### src/pkg/wdg_cfg.svh
// Constants of the guarded watchdog: register offsets, bit positions, reset values, timing.
// Assumes a 10 MHz system clock and an APB register window of 256 bytes.
`ifndef WDG_CFG_SVH
`define WDG_CFG_SVH

`define WDG_ADDR_W 8
`define WDG_OFS_CTRL 8'h00
`define WDG_OFS_COUNT 8'h04
`define WDG_OFS_IRQ_STAT 8'h08
`define WDG_OFS_IRQ_MASK 8'h0c

`define WDG_BIT_FLAG 0
`define WDG_BIT_FLAG_GUARD 1
`define WDG_BIT_RUN 2
`define WDG_BIT_RUN_GUARD 3
`define WDG_BIT_CPERMIT 4
`define WDG_BIT_CPERMIT_GUARD 5
`define WDG_BIT_NPERMIT 6
`define WDG_BIT_NPERMIT_GUARD 7

`define WDG_RST_RUN 1'b1
`define WDG_RST_PERMIT 1'b0
`define WDG_RST_FLAG 1'b0

`define WDG_IRQ_OVF 0
`define WDG_IRQ_PIN 1
`define WDG_IRQ_W 2

`define WDG_CLK_PERIOD_NS 100
`define WDG_RST_PULSE_NS 1000
`define WDG_RST_PULSE_CYC ((`WDG_RST_PULSE_NS + `WDG_CLK_PERIOD_NS - 1) / `WDG_CLK_PERIOD_NS)

`endif

### src/pkg/wdg_pkg.sv
// Types shared by the guarded watchdog modules.
// Assumes the constants of wdg_cfg.svh are included where numbers are needed.
package wdg_pkg;
  typedef enum logic [0:0] {
    WDG_ST_RUN = 1'b0,
    WDG_ST_RESET = 1'b1
  } wdg_rst_state_t;
endpackage

### src/core/wdg_guarded_ctrl.sv
// Guarded watchdog control and status with APB register access and one interrupt.
// Assumes an APB3 master on clk_sys_in and a reset pin that is asynchronous.
// What this block does
// - Counter advances only while run bit set
// - Run set by guarded permitted write, reset
// - Run cleared by guarded permitted write
// - Flag writes need guard zero; guard reads one
// - Overflow pulses internal reset, sets flag
// - Permitted guarded zero write clears flag
// - Reset pin clears flag; watchdog reset not
// - Run and flag writes need control permit
// - Run writes need guard zero; reads one
// - Counter writes need counter permit bit
//
// Our own choices: the register offsets and the APB slave port.
`timescale 1ns/10ps
`default_nettype none
`include "wdg_cfg.svh"
module wdg_guarded_ctrl import wdg_pkg::*; #(
  parameter int WDG_W = 8,
  parameter int PRESCALE = 4
) (
  input wire logic clk_sys_in,
  input wire logic rst_b_in,
  input wire logic ext_reset_b_in,
  input wire logic psel_in,
  input wire logic penable_in,
  input wire logic pwrite_in,
  input wire logic [31:0] paddr_in,
  input wire logic [31:0] pwdata_in,
  output logic [31:0] prdata_out,
  output logic pready_out,
  output logic pslverr_out,
  output logic wdg_reset_out,
  output logic irq_out
);
  localparam int RST_CYC = `WDG_RST_PULSE_CYC;
  localparam int RC_W = $clog2(RST_CYC + 1);

  if (RST_CYC < 1) begin : g_bad_pulse
    $error("wdg_guarded_ctrl: reset pulse must last a cycle");
  end

  function automatic logic guard_open(input logic [31:0] data, input int guard_bit);
    guard_open = !data[guard_bit];
  endfunction

  logic count_run;
  logic control_write_permit;
  logic counter_write_permit;
  logic overflow_reset_flag;
  logic [`WDG_IRQ_W-1:0] irq_stat;
  logic [`WDG_IRQ_W-1:0] irq_mask;
  logic [WDG_W-1:0] watchdog_counter;
  logic wrap;
  logic pin_sync_b;
  wdg_rst_state_t state;
  wdg_rst_state_t next_state;
  logic [RC_W-1:0] rst_cnt;
  logic [RC_W-1:0] next_rst_cnt;

  // Address decode
  wire [`WDG_ADDR_W-1:0] ofs = paddr_in[`WDG_ADDR_W-1:0];
  wire in_window = (paddr_in[31:`WDG_ADDR_W] == '0);
  wire sel_ctrl = in_window && (ofs == `WDG_OFS_CTRL);
  wire sel_count = in_window && (ofs == `WDG_OFS_COUNT);
  wire sel_stat = in_window && (ofs == `WDG_OFS_IRQ_STAT);
  wire sel_mask = in_window && (ofs == `WDG_OFS_IRQ_MASK);
  wire mapped = sel_ctrl || sel_count || sel_stat || sel_mask;
  wire setup = psel_in && !penable_in;
  wire access = psel_in && penable_in;
  wire wr = access && pwrite_in && mapped;
  wire wr_ctrl = wr && sel_ctrl;
  wire wr_count = wr && sel_count;

  // Reset pin and internal watchdog reset both reinitialise control
  wire pin_rst = !pin_sync_b;
  wire wdg_rst_active = (state == WDG_ST_RESET);
  wire sys_init = pin_rst || wdg_rst_active;

  // control permit gates run and flag
  wire ctrl_ok = wr_ctrl && control_write_permit;
  wire run_wr = ctrl_ok && guard_open(pwdata_in, `WDG_BIT_RUN_GUARD);
  wire flag_wr = ctrl_ok && guard_open(pwdata_in, `WDG_BIT_FLAG_GUARD);
  // clear on zero to flag and guard
  wire flag_clr = flag_wr && !pwdata_in[`WDG_BIT_FLAG];
  wire cperm_wr = wr_ctrl && guard_open(pwdata_in, `WDG_BIT_CPERMIT_GUARD);
  wire nperm_wr = wr_ctrl && guard_open(pwdata_in, `WDG_BIT_NPERMIT_GUARD);
  wire cnt_load = wr_count && counter_write_permit && !sys_init;

  wire [7:0] ctrl_view = {1'b1, counter_write_permit, 1'b1, control_write_permit,
                          1'b1, count_run, 1'b1, overflow_reset_flag};
  wire [31:0] rd_mux = sel_ctrl ? {24'h000000, ctrl_view} :
                       sel_count ? {{(32 - WDG_W){1'b0}}, watchdog_counter} :
                       sel_stat ? {{(32 - `WDG_IRQ_W){1'b0}}, irq_stat} :
                       sel_mask ? {{(32 - `WDG_IRQ_W){1'b0}}, irq_mask} : 32'h00000000;

  assign pready_out = access;
  assign pslverr_out = access && !mapped;
  assign irq_out = |(irq_stat & irq_mask);
  assign wdg_reset_out = wdg_rst_active;

  wdg_sync2 #(.W(1), .RST_VAL(1'b1)) u_pin_sync (
    .clk_sys_in(clk_sys_in),
    .rst_b_in(rst_b_in),
    .async_in(ext_reset_b_in),
    .sync_out(pin_sync_b)
  );

  wdg_counter #(.WDG_W(WDG_W), .PRESCALE(PRESCALE)) u_counter (
    .clk_sys_in(clk_sys_in),
    .rst_b_in(rst_b_in),
    .hold_in(sys_init),
    .run_in(count_run),
    .load_in(cnt_load),
    .load_val_in(pwdata_in[WDG_W-1:0]),
    .count_out(watchdog_counter),
    .wrap_out(wrap)
  );

  always_comb begin
    next_state = state;
    next_rst_cnt = rst_cnt;
    case (state)
      WDG_ST_RUN: begin
        if (wrap) begin
          next_state = WDG_ST_RESET;
          next_rst_cnt = RC_W'(RST_CYC - 1);
        end
      end
      WDG_ST_RESET: begin
        if (rst_cnt == '0) begin
          next_state = WDG_ST_RUN;
        end else begin
          next_rst_cnt = rst_cnt - RC_W'(1);
        end
      end
      default: begin
        next_state = WDG_ST_RUN;
        next_rst_cnt = '0;
      end
    endcase
  end

  always_ff @(posedge clk_sys_in or negedge rst_b_in) begin
    if (!rst_b_in) begin
      state <= WDG_ST_RUN;
      rst_cnt <= '0;
    end else begin
      state <= next_state;
      rst_cnt <= next_rst_cnt;
    end
  end

  // set by write or any reset
  always_ff @(posedge clk_sys_in or negedge rst_b_in) begin
    if (!rst_b_in) begin
      count_run <= `WDG_RST_RUN;
    end else if (sys_init) begin
      count_run <= `WDG_RST_RUN;
    end else if (run_wr) begin
      count_run <= pwdata_in[`WDG_BIT_RUN];
    end
  end

  always_ff @(posedge clk_sys_in or negedge rst_b_in) begin
    if (!rst_b_in) begin
      control_write_permit <= `WDG_RST_PERMIT;
      counter_write_permit <= `WDG_RST_PERMIT;
    end else if (sys_init) begin
      control_write_permit <= `WDG_RST_PERMIT;
      counter_write_permit <= `WDG_RST_PERMIT;
    end else begin
      if (cperm_wr) begin
        control_write_permit <= pwdata_in[`WDG_BIT_CPERMIT];
      end
      if (nperm_wr) begin
        counter_write_permit <= pwdata_in[`WDG_BIT_NPERMIT];
      end
    end
  end

  always_ff @(posedge clk_sys_in or negedge rst_b_in) begin
    if (!rst_b_in) begin
      overflow_reset_flag <= `WDG_RST_FLAG;
    end else if (wrap) begin
      overflow_reset_flag <= 1'b1;
    end else if (pin_rst || (flag_clr && !sys_init)) begin
      overflow_reset_flag <= 1'b0;
    end
  end

  // Sticky events, write one to clear, set wins
  wire [`WDG_IRQ_W-1:0] irq_set = {pin_rst, wrap};
  wire [`WDG_IRQ_W-1:0] irq_clr = (wr && sel_stat) ? pwdata_in[`WDG_IRQ_W-1:0] : '0;

  always_ff @(posedge clk_sys_in or negedge rst_b_in) begin
    if (!rst_b_in) begin
      irq_stat <= '0;
      irq_mask <= '0;
    end else begin
      irq_stat <= (irq_stat & ~irq_clr) | irq_set;
      if (wr && sel_mask) begin
        irq_mask <= pwdata_in[`WDG_IRQ_W-1:0];
      end
    end
  end

  // Read data captured in the setup cycle
  always_ff @(posedge clk_sys_in or negedge rst_b_in) begin
    if (!rst_b_in) begin
      prdata_out <= 32'h00000000;
    end else if (setup && !pwrite_in) begin
      prdata_out <= rd_mux;
    end
  end

  run_hold_a: assert property (@(posedge clk_sys_in) disable iff (!rst_b_in)
    !count_run && !sys_init && !cnt_load |=> $stable(watchdog_counter))
    else $error("counter moved while stopped");

  run_set_a: assert property (@(posedge clk_sys_in) disable iff (!rst_b_in)
    run_wr && pwdata_in[`WDG_BIT_RUN] |=> count_run)
    else $error("run bit not set by write");

  // permitted guarded zero write stops counting
  run_clear_a: assert property (@(posedge clk_sys_in) disable iff (!rst_b_in)
    run_wr && !pwdata_in[`WDG_BIT_RUN] && !sys_init |=> !count_run)
    else $error("run bit not cleared by write");

  // guard bits always read as one
  guard_read_a: assert property (@(posedge clk_sys_in) disable iff (!rst_b_in)
    access && !pwrite_in && sel_ctrl |->
      prdata_out[7] && prdata_out[5] && prdata_out[3] && prdata_out[1])
    else $error("guard bit read as zero");

  // overflow raises flag and reset pulse
  ovf_flag_a: assert property (@(posedge clk_sys_in) disable iff (!rst_b_in)
    wrap |=> overflow_reset_flag && wdg_reset_out)
    else $error("overflow did not record reset");

  pulse_len_a: assert property (@(posedge clk_sys_in) disable iff (!rst_b_in)
    $rose(wdg_reset_out) |->
      wdg_reset_out [*8] ##1 wdg_reset_out ##1 wdg_reset_out ##1 !wdg_reset_out)
    else $error("internal reset pulse length wrong");

  flag_clr_a: assert property (@(posedge clk_sys_in) disable iff (!rst_b_in)
    flag_clr && !sys_init && !wrap |=> !overflow_reset_flag)
    else $error("flag not cleared by write");

  // watchdog reset keeps the flag, pin reset clears it
  flag_keep_a: assert property (@(posedge clk_sys_in) disable iff (!rst_b_in)
    wdg_rst_active && !pin_rst && overflow_reset_flag |=> overflow_reset_flag)
    else $error("watchdog reset cleared flag");

  pin_clear_a: assert property (@(posedge clk_sys_in) disable iff (!rst_b_in)
    pin_rst && !wrap |=> !overflow_reset_flag)
    else $error("pin reset left flag set");

  // no permit, no change of run
  permit_a: assert property (@(posedge clk_sys_in) disable iff (!rst_b_in)
    wr_ctrl && !control_write_permit && !sys_init |=> $stable(count_run))
    else $error("run changed without permit");

  run_guard_a: assert property (@(posedge clk_sys_in) disable iff (!rst_b_in)
    wr_ctrl && pwdata_in[`WDG_BIT_RUN_GUARD] && !sys_init |=> $stable(count_run))
    else $error("run changed with guard set");

  cnt_permit_a: assert property (@(posedge clk_sys_in) disable iff (!rst_b_in)
    wr_count && !counter_write_permit && !count_run && !sys_init |=>
      $stable(watchdog_counter))
    else $error("counter written without permit");

  wrap_zero_a: assert property (@(posedge clk_sys_in) disable iff (!rst_b_in)
    $rose(wrap) |-> $past(&watchdog_counter) && (watchdog_counter == '0))
    else $error("wrap not from all ones");

  reset_run_a: assert property (@(posedge clk_sys_in) disable iff (!rst_b_in)
    sys_init |=> count_run)
    else $error("reset left run bit clear");

  permit_guard_a: assert property (@(posedge clk_sys_in) disable iff (!rst_b_in)
    wr_ctrl && pwdata_in[`WDG_BIT_CPERMIT_GUARD] && !sys_init |=> $stable(control_write_permit))
    else $error("permit changed with guard set");

  cnt_load_a: assert property (@(posedge clk_sys_in) disable iff (!rst_b_in)
    cnt_load |=> watchdog_counter == $past(pwdata_in[WDG_W-1:0]))
    else $error("counter not loaded by write");
endmodule
`default_nettype wire

### src/core/wdg_sync2.sv
// Two-stage synchroniser for levels arriving from pins.
// Assumes the input is asynchronous to clk_sys_in.
`timescale 1ns/10ps
`default_nettype none
module wdg_sync2 #(
  parameter int W = 1,
  parameter logic RST_VAL = 1'b1
) (
  input wire logic clk_sys_in,
  input wire logic rst_b_in,
  input wire logic [W-1:0] async_in,
  output logic [W-1:0] sync_out
);
  logic [W-1:0] meta;

  always_ff @(posedge clk_sys_in or negedge rst_b_in) begin
    if (!rst_b_in) begin
      meta <= {W{RST_VAL}};
      sync_out <= {W{RST_VAL}};
    end else begin
      meta <= async_in;
      sync_out <= meta;
    end
  end
endmodule
`default_nettype wire

### src/core/wdg_counter.sv
// Watchdog up-counter with its count-rate divider and wrap detection.
// Assumes hold, run and load come from logic on the same clock.
`timescale 1ns/10ps
`default_nettype none
module wdg_counter #(
  parameter int WDG_W = 8,
  parameter int PRESCALE = 4
) (
  input wire logic clk_sys_in,
  input wire logic rst_b_in,
  input wire logic hold_in,
  input wire logic run_in,
  input wire logic load_in,
  input wire logic [WDG_W-1:0] load_val_in,
  output logic [WDG_W-1:0] count_out,
  output logic wrap_out
);
  localparam int DIV_W = (PRESCALE > 1) ? $clog2(PRESCALE) : 1;
  localparam logic [DIV_W-1:0] DIV_LAST = DIV_W'(PRESCALE - 1);

  logic [DIV_W-1:0] div;
  wire tick = (div == DIV_LAST);
  wire at_top = &count_out;
  wire step = tick && run_in && !load_in;

  if (WDG_W < 1 || WDG_W > 31) begin : g_bad_width
    $error("wdg_counter: WDG_W must be 1 to 31");
  end
  if (PRESCALE < 1) begin : g_bad_prescale
    $error("wdg_counter: PRESCALE must be at least 1");
  end

  // Divider runs only while counting
  always_ff @(posedge clk_sys_in or negedge rst_b_in) begin
    if (!rst_b_in) begin
      div <= '0;
    end else if (hold_in || !run_in || tick) begin
      div <= '0;
    end else begin
      div <= div + DIV_W'(1);
    end
  end

  always_ff @(posedge clk_sys_in or negedge rst_b_in) begin
    if (!rst_b_in) begin
      count_out <= '0;
      wrap_out <= 1'b0;
    end else if (hold_in) begin
      count_out <= '0;
      wrap_out <= 1'b0;
    end else begin
      if (load_in) begin
        count_out <= load_val_in;
      end else if (step) begin
        count_out <= count_out + WDG_W'(1);
      end
      wrap_out <= step && at_top;
    end
  end
endmodule
`default_nettype wire

### config.mk
export PLATFORM = sky130hd
export DESIGN_NAME = wdg_guarded_ctrl
export DESIGN_NICKNAME = d
export VERILOG_FILES = /design/src/pkg/wdg_pkg.sv /design/src/core/wdg_guarded_ctrl.sv /design/src/core/wdg_sync2.sv /design/src/core/wdg_counter.sv
export VERILOG_INCLUDE_DIRS = /design/src /design/src/pkg
export SDC_FILE = /design/constraint.sdc
export NUM_CORES = 1
export LEC_CHECK = 0
export ABC_AREA = 1
export BUFFER_PORTS_ARGS = -buffer_cell sky130_fd_sc_hd__clkbuf_2
export CORE_ASPECT_RATIO = 2
export CORE_MARGIN = 1.5
export CORE_UTILIZATION = 45
export DETAILED_ROUTE_END_ITERATION = 8
export GPL_TIMING_DRIVEN = 0
export PLACE_DENSITY = 0.76
export SYNTH_ARGS = -nofsm -noshare
export SYNTH_HDL_FRONTEND = slang
export SYNTH_SLANG_ARGS = --single-unit
### constraint.sdc
create_clock -name clk_sys_in -period 3.5 [get_ports clk_sys_in]
set_input_delay 0.175 -clock clk_sys_in [delete_from_list [all_inputs] [get_ports clk_sys_in]]
set_output_delay 0.175 -clock clk_sys_in [all_outputs]
set_load 0.02 [all_outputs]
==> reports/results.ini <==
[clock_network]
clkLatencyLatePin_ns = 0.29
clk_transition_reported_paths_ns = 0.07
cts_num_sinks = 34
cts_root_buffer = clkbuf_8
cts_tree = yes
numCtsBuffers = 5
htree_levels = 2
post_cts_buffers = 0
cts_buffer_depth = 2

[global_route]
grt_pass1_vias = 1958
grt_start_max_net_pins = 35
grt-ovfl-total = 0
track_usage_pct = 21.9
antenna_found_initial = 0
grt_pass1_wl_um = 8520

[synthesis]
synth_area_um2 = 2210
synth_compound_area_share_pct = 8.48
synth_seq_cells = 34
yosys.area.top_type_share_pct = 35.1
synth_common_cells = nand2_1, dfrtp_1, nor2_1, nand3_1, inv_1
synth.yosys.warnings = 0
synth_fa_ha_area_share_pct = 1.70
yosys.area.top_type = dfrtp_1
synth-xor-area-share_pct = 1.98
synthMuxAreaShare_pct = 0
ys.flop_type = dfrtp_1
syn_area_per_cell_um2 = 7.65
ys_types = 33
synthSimpleGateAreaFrac_pct = 34.9
synthCells = 289
synth-edff-count = 0
async_reset_ff_share_pct = 100
yosysMostFrequentCell = nand2_1
ys_seq_area_share_pct = 38.6
synth_top_family_by_area = simple AND/OR/NAND/NOR gates
synthTopCellsByArea = dfrtp_1, nand2_1, buf_4

[die]
start_util_pct = 45.9
fp.dieW_um = 52.6
die-area_um2 = 5370
die_h_um = 102
rows = 36
core_um2 = 4820
io_pins = 106

[timing]
period_minus_slack_ns = 1.57
fin_hold_ws_ns = -0.0212
hold_violations = 26
rsz0062_at_grt = false
relSlewSlack_pct = 42.8
setup_viol = 0
worst_slew_pin_slew_ns = 0.858
fin_skew_ns = 0.00654
report.final.slew_viol_count = 0
setup_tns_ns = 0
max_freq_ghz = 0.637
timing.final.crit_share_pct = 44.9

[place]
port_buffers = 57
placed_cell_area_um2 = 2660
gp_congestion = 0.864
dp_hpwl_um = 4260

[routing]
via_count = 2120
wl_um = 5340
ant_nets = 0
drtIter0Drc = 65
dr.pass1.iters = 4
wl_per_cell_um = 12.3
drc_errors = 0
avgViaCountPerCell = 4.87

[critical_path]
cp.required_ns = 3.74
startpoint_type = flip-flop
rr_worst_depth = 7
endpoint_kind = flip-flop
worstPathArrival_ns = 1.81
ff2ff_setup_slack_ns = 1.93
r2r_start = u_pin_sync.sync_out$_DFF_PN1_
cp-startpoint = u_pin_sync.sync_out$_DFF_PN1_
r2r-end = u_counter.count_out[6]$_DFFE_PN0P_
path_class = flip-flop to flip-flop
crit_path_max_fanout = 10

[power]
power_density_nw_per_um2 = 334
ir_drop_mv = 0.279
p_leak_nw = 1.56

[run_status]
status = complete, but fails checks
violations = negative hold slack

[layout]
multi_input_area_um2 = 1130
num_antenna_cells = 0
regArea_um2 = 855
fin_area_um2 = 2760
drive_above_1_share_pct = 28.3
final_nets = 450
fillers = 480
syn2layout_area_growth_pct = 24.5

[min_path]
hold_class = primary input to async pin

[flow_run]
maxCapViolations = 0

-- worst max path at each step --
stage,slack [ns],to
6_report,1.93,u_counter.count_out[6]$_DFFE_PN0P_
5_1_grt,1.76,u_counter.count_out[7]$_DFFE_PN0P_
4_1_cts,1.94,u_counter.count_out[6]$_DFFE_PN0P_
3_5_place_dp,1.72,u_counter.count_out[5]$_DFFE_PN0P_
3_3_place_gp,1.76,u_counter.count_out[0]$_DFFE_PN0P_
2_1_floorplan,2.08,u_counter.count_out[6]$_DFFE_PN0P_
-- report_power, final --
group / switching [mW] / internal [mW]
Combinational: 0.109 / 0.0768
Sequential: 0.0197 / 0.417
Clock: 0.138 / 0.160
-- cells in the final DEF (no fill, tap or decap), types with 3 or more instances in the layout --
cell type and count:
nand2_1 74, clkbuf_2 57, dfrtp_1 31, nor2_1 30
nand3_1 28, inv_1 26, buf_4 24, conb_1 24
a21oi_1 9, o21ai_1 7, a2bb2oi_1 7, nand4_1 6
clkbuf_8 6, o21ai_0 5, inv_2 4, nor3_1 4
xor2_1 4, nor2_8 3, clkbuf_1 3, clkinv_1 3
ha_1 3, dfstp_2 3
-- stage by stage --
| stage | hold slack, ns | instances | util (%) | setup WS, ns | power (mW) |
|---|---|---|---|---|---|
| after floorplan | -0.121 | 312 | - | 2.08 | 0.559 |
| after global placement | 0.264 | 426 | 55.1 | 1.76 | 0.624 |
| after detailed placement | 0.264 | 426 | 55.1 | 1.72 | 0.626 |
| after CTS | 0.00740 | 435 | 57.2 | 1.94 | 0.931 |
| after global routing | 0.0290 | 435 | 57.2 | 1.76 | 0.971 |
| final | -0.0212 | 435 | 57.2 | 1.93 | 0.921 |
-- final cells by class --
class | count | area share (%)
plain buffers | 26 | 6.86
clock buffers | 8 | 3.27
inverters | 33 | 4.50
multi-input cells | 219 | 41.1
flip-flops and latches | 34 | 31.0
well taps | 57 | 2.59
repair buffers | 58 | 10.7
-- cells by family (layout without fill, tap and decap cells) --
family	after synthesis	count (layout)
other	1	24
DFF	34	34
buffers and inverters	59	125
xor gates and xnor gates	5	5
adders and majority gates	3	3
AOI/OAI and AO/OA	31	31
and+or+nand+nor	156	156
-- routing by layer --
layer | global-route usage, % | vias to the layer above | part of all wire, % | wire (um)
met5 | 0 | - | 0 | 0
met4 | 14.4 | 0 | 3.7 | 198
met3 | 3.36 | 15 | 6.4 | 342
met2 | 41.0 | 100 | 55 | 2940
met1 | 20.6 | 945 | 35 | 1860
li1 | - | 1060 | - | -
-- sequential cells by signal, summed over array words and instances, names as in the netlist, 2 cells and up --
signal,cells
prdata_out,8
u_counter.count_out,8
rst_cnt,4
irq_mask,2
irq_stat,2
u_counter.div,2
-- critical path, cell delays in order, from the launching register on --
cell and delay, ns:
dfstp_2 0.54, nand2_1 0.09, inv_1 0.21, clkbuf_1 0.35, nand2_1 0.11, nand2_1 0.09
nand3_1 0.07, nand2_1 0.06
-- timing repair --
item                                   in CTS  in global routing
resized for setup                           0                  0
hold buffers                                1                  0
setup endpoints to repair                   0                  0
endpoints found under the hold margin       1                  0
(Power assumes the default switching activity.)
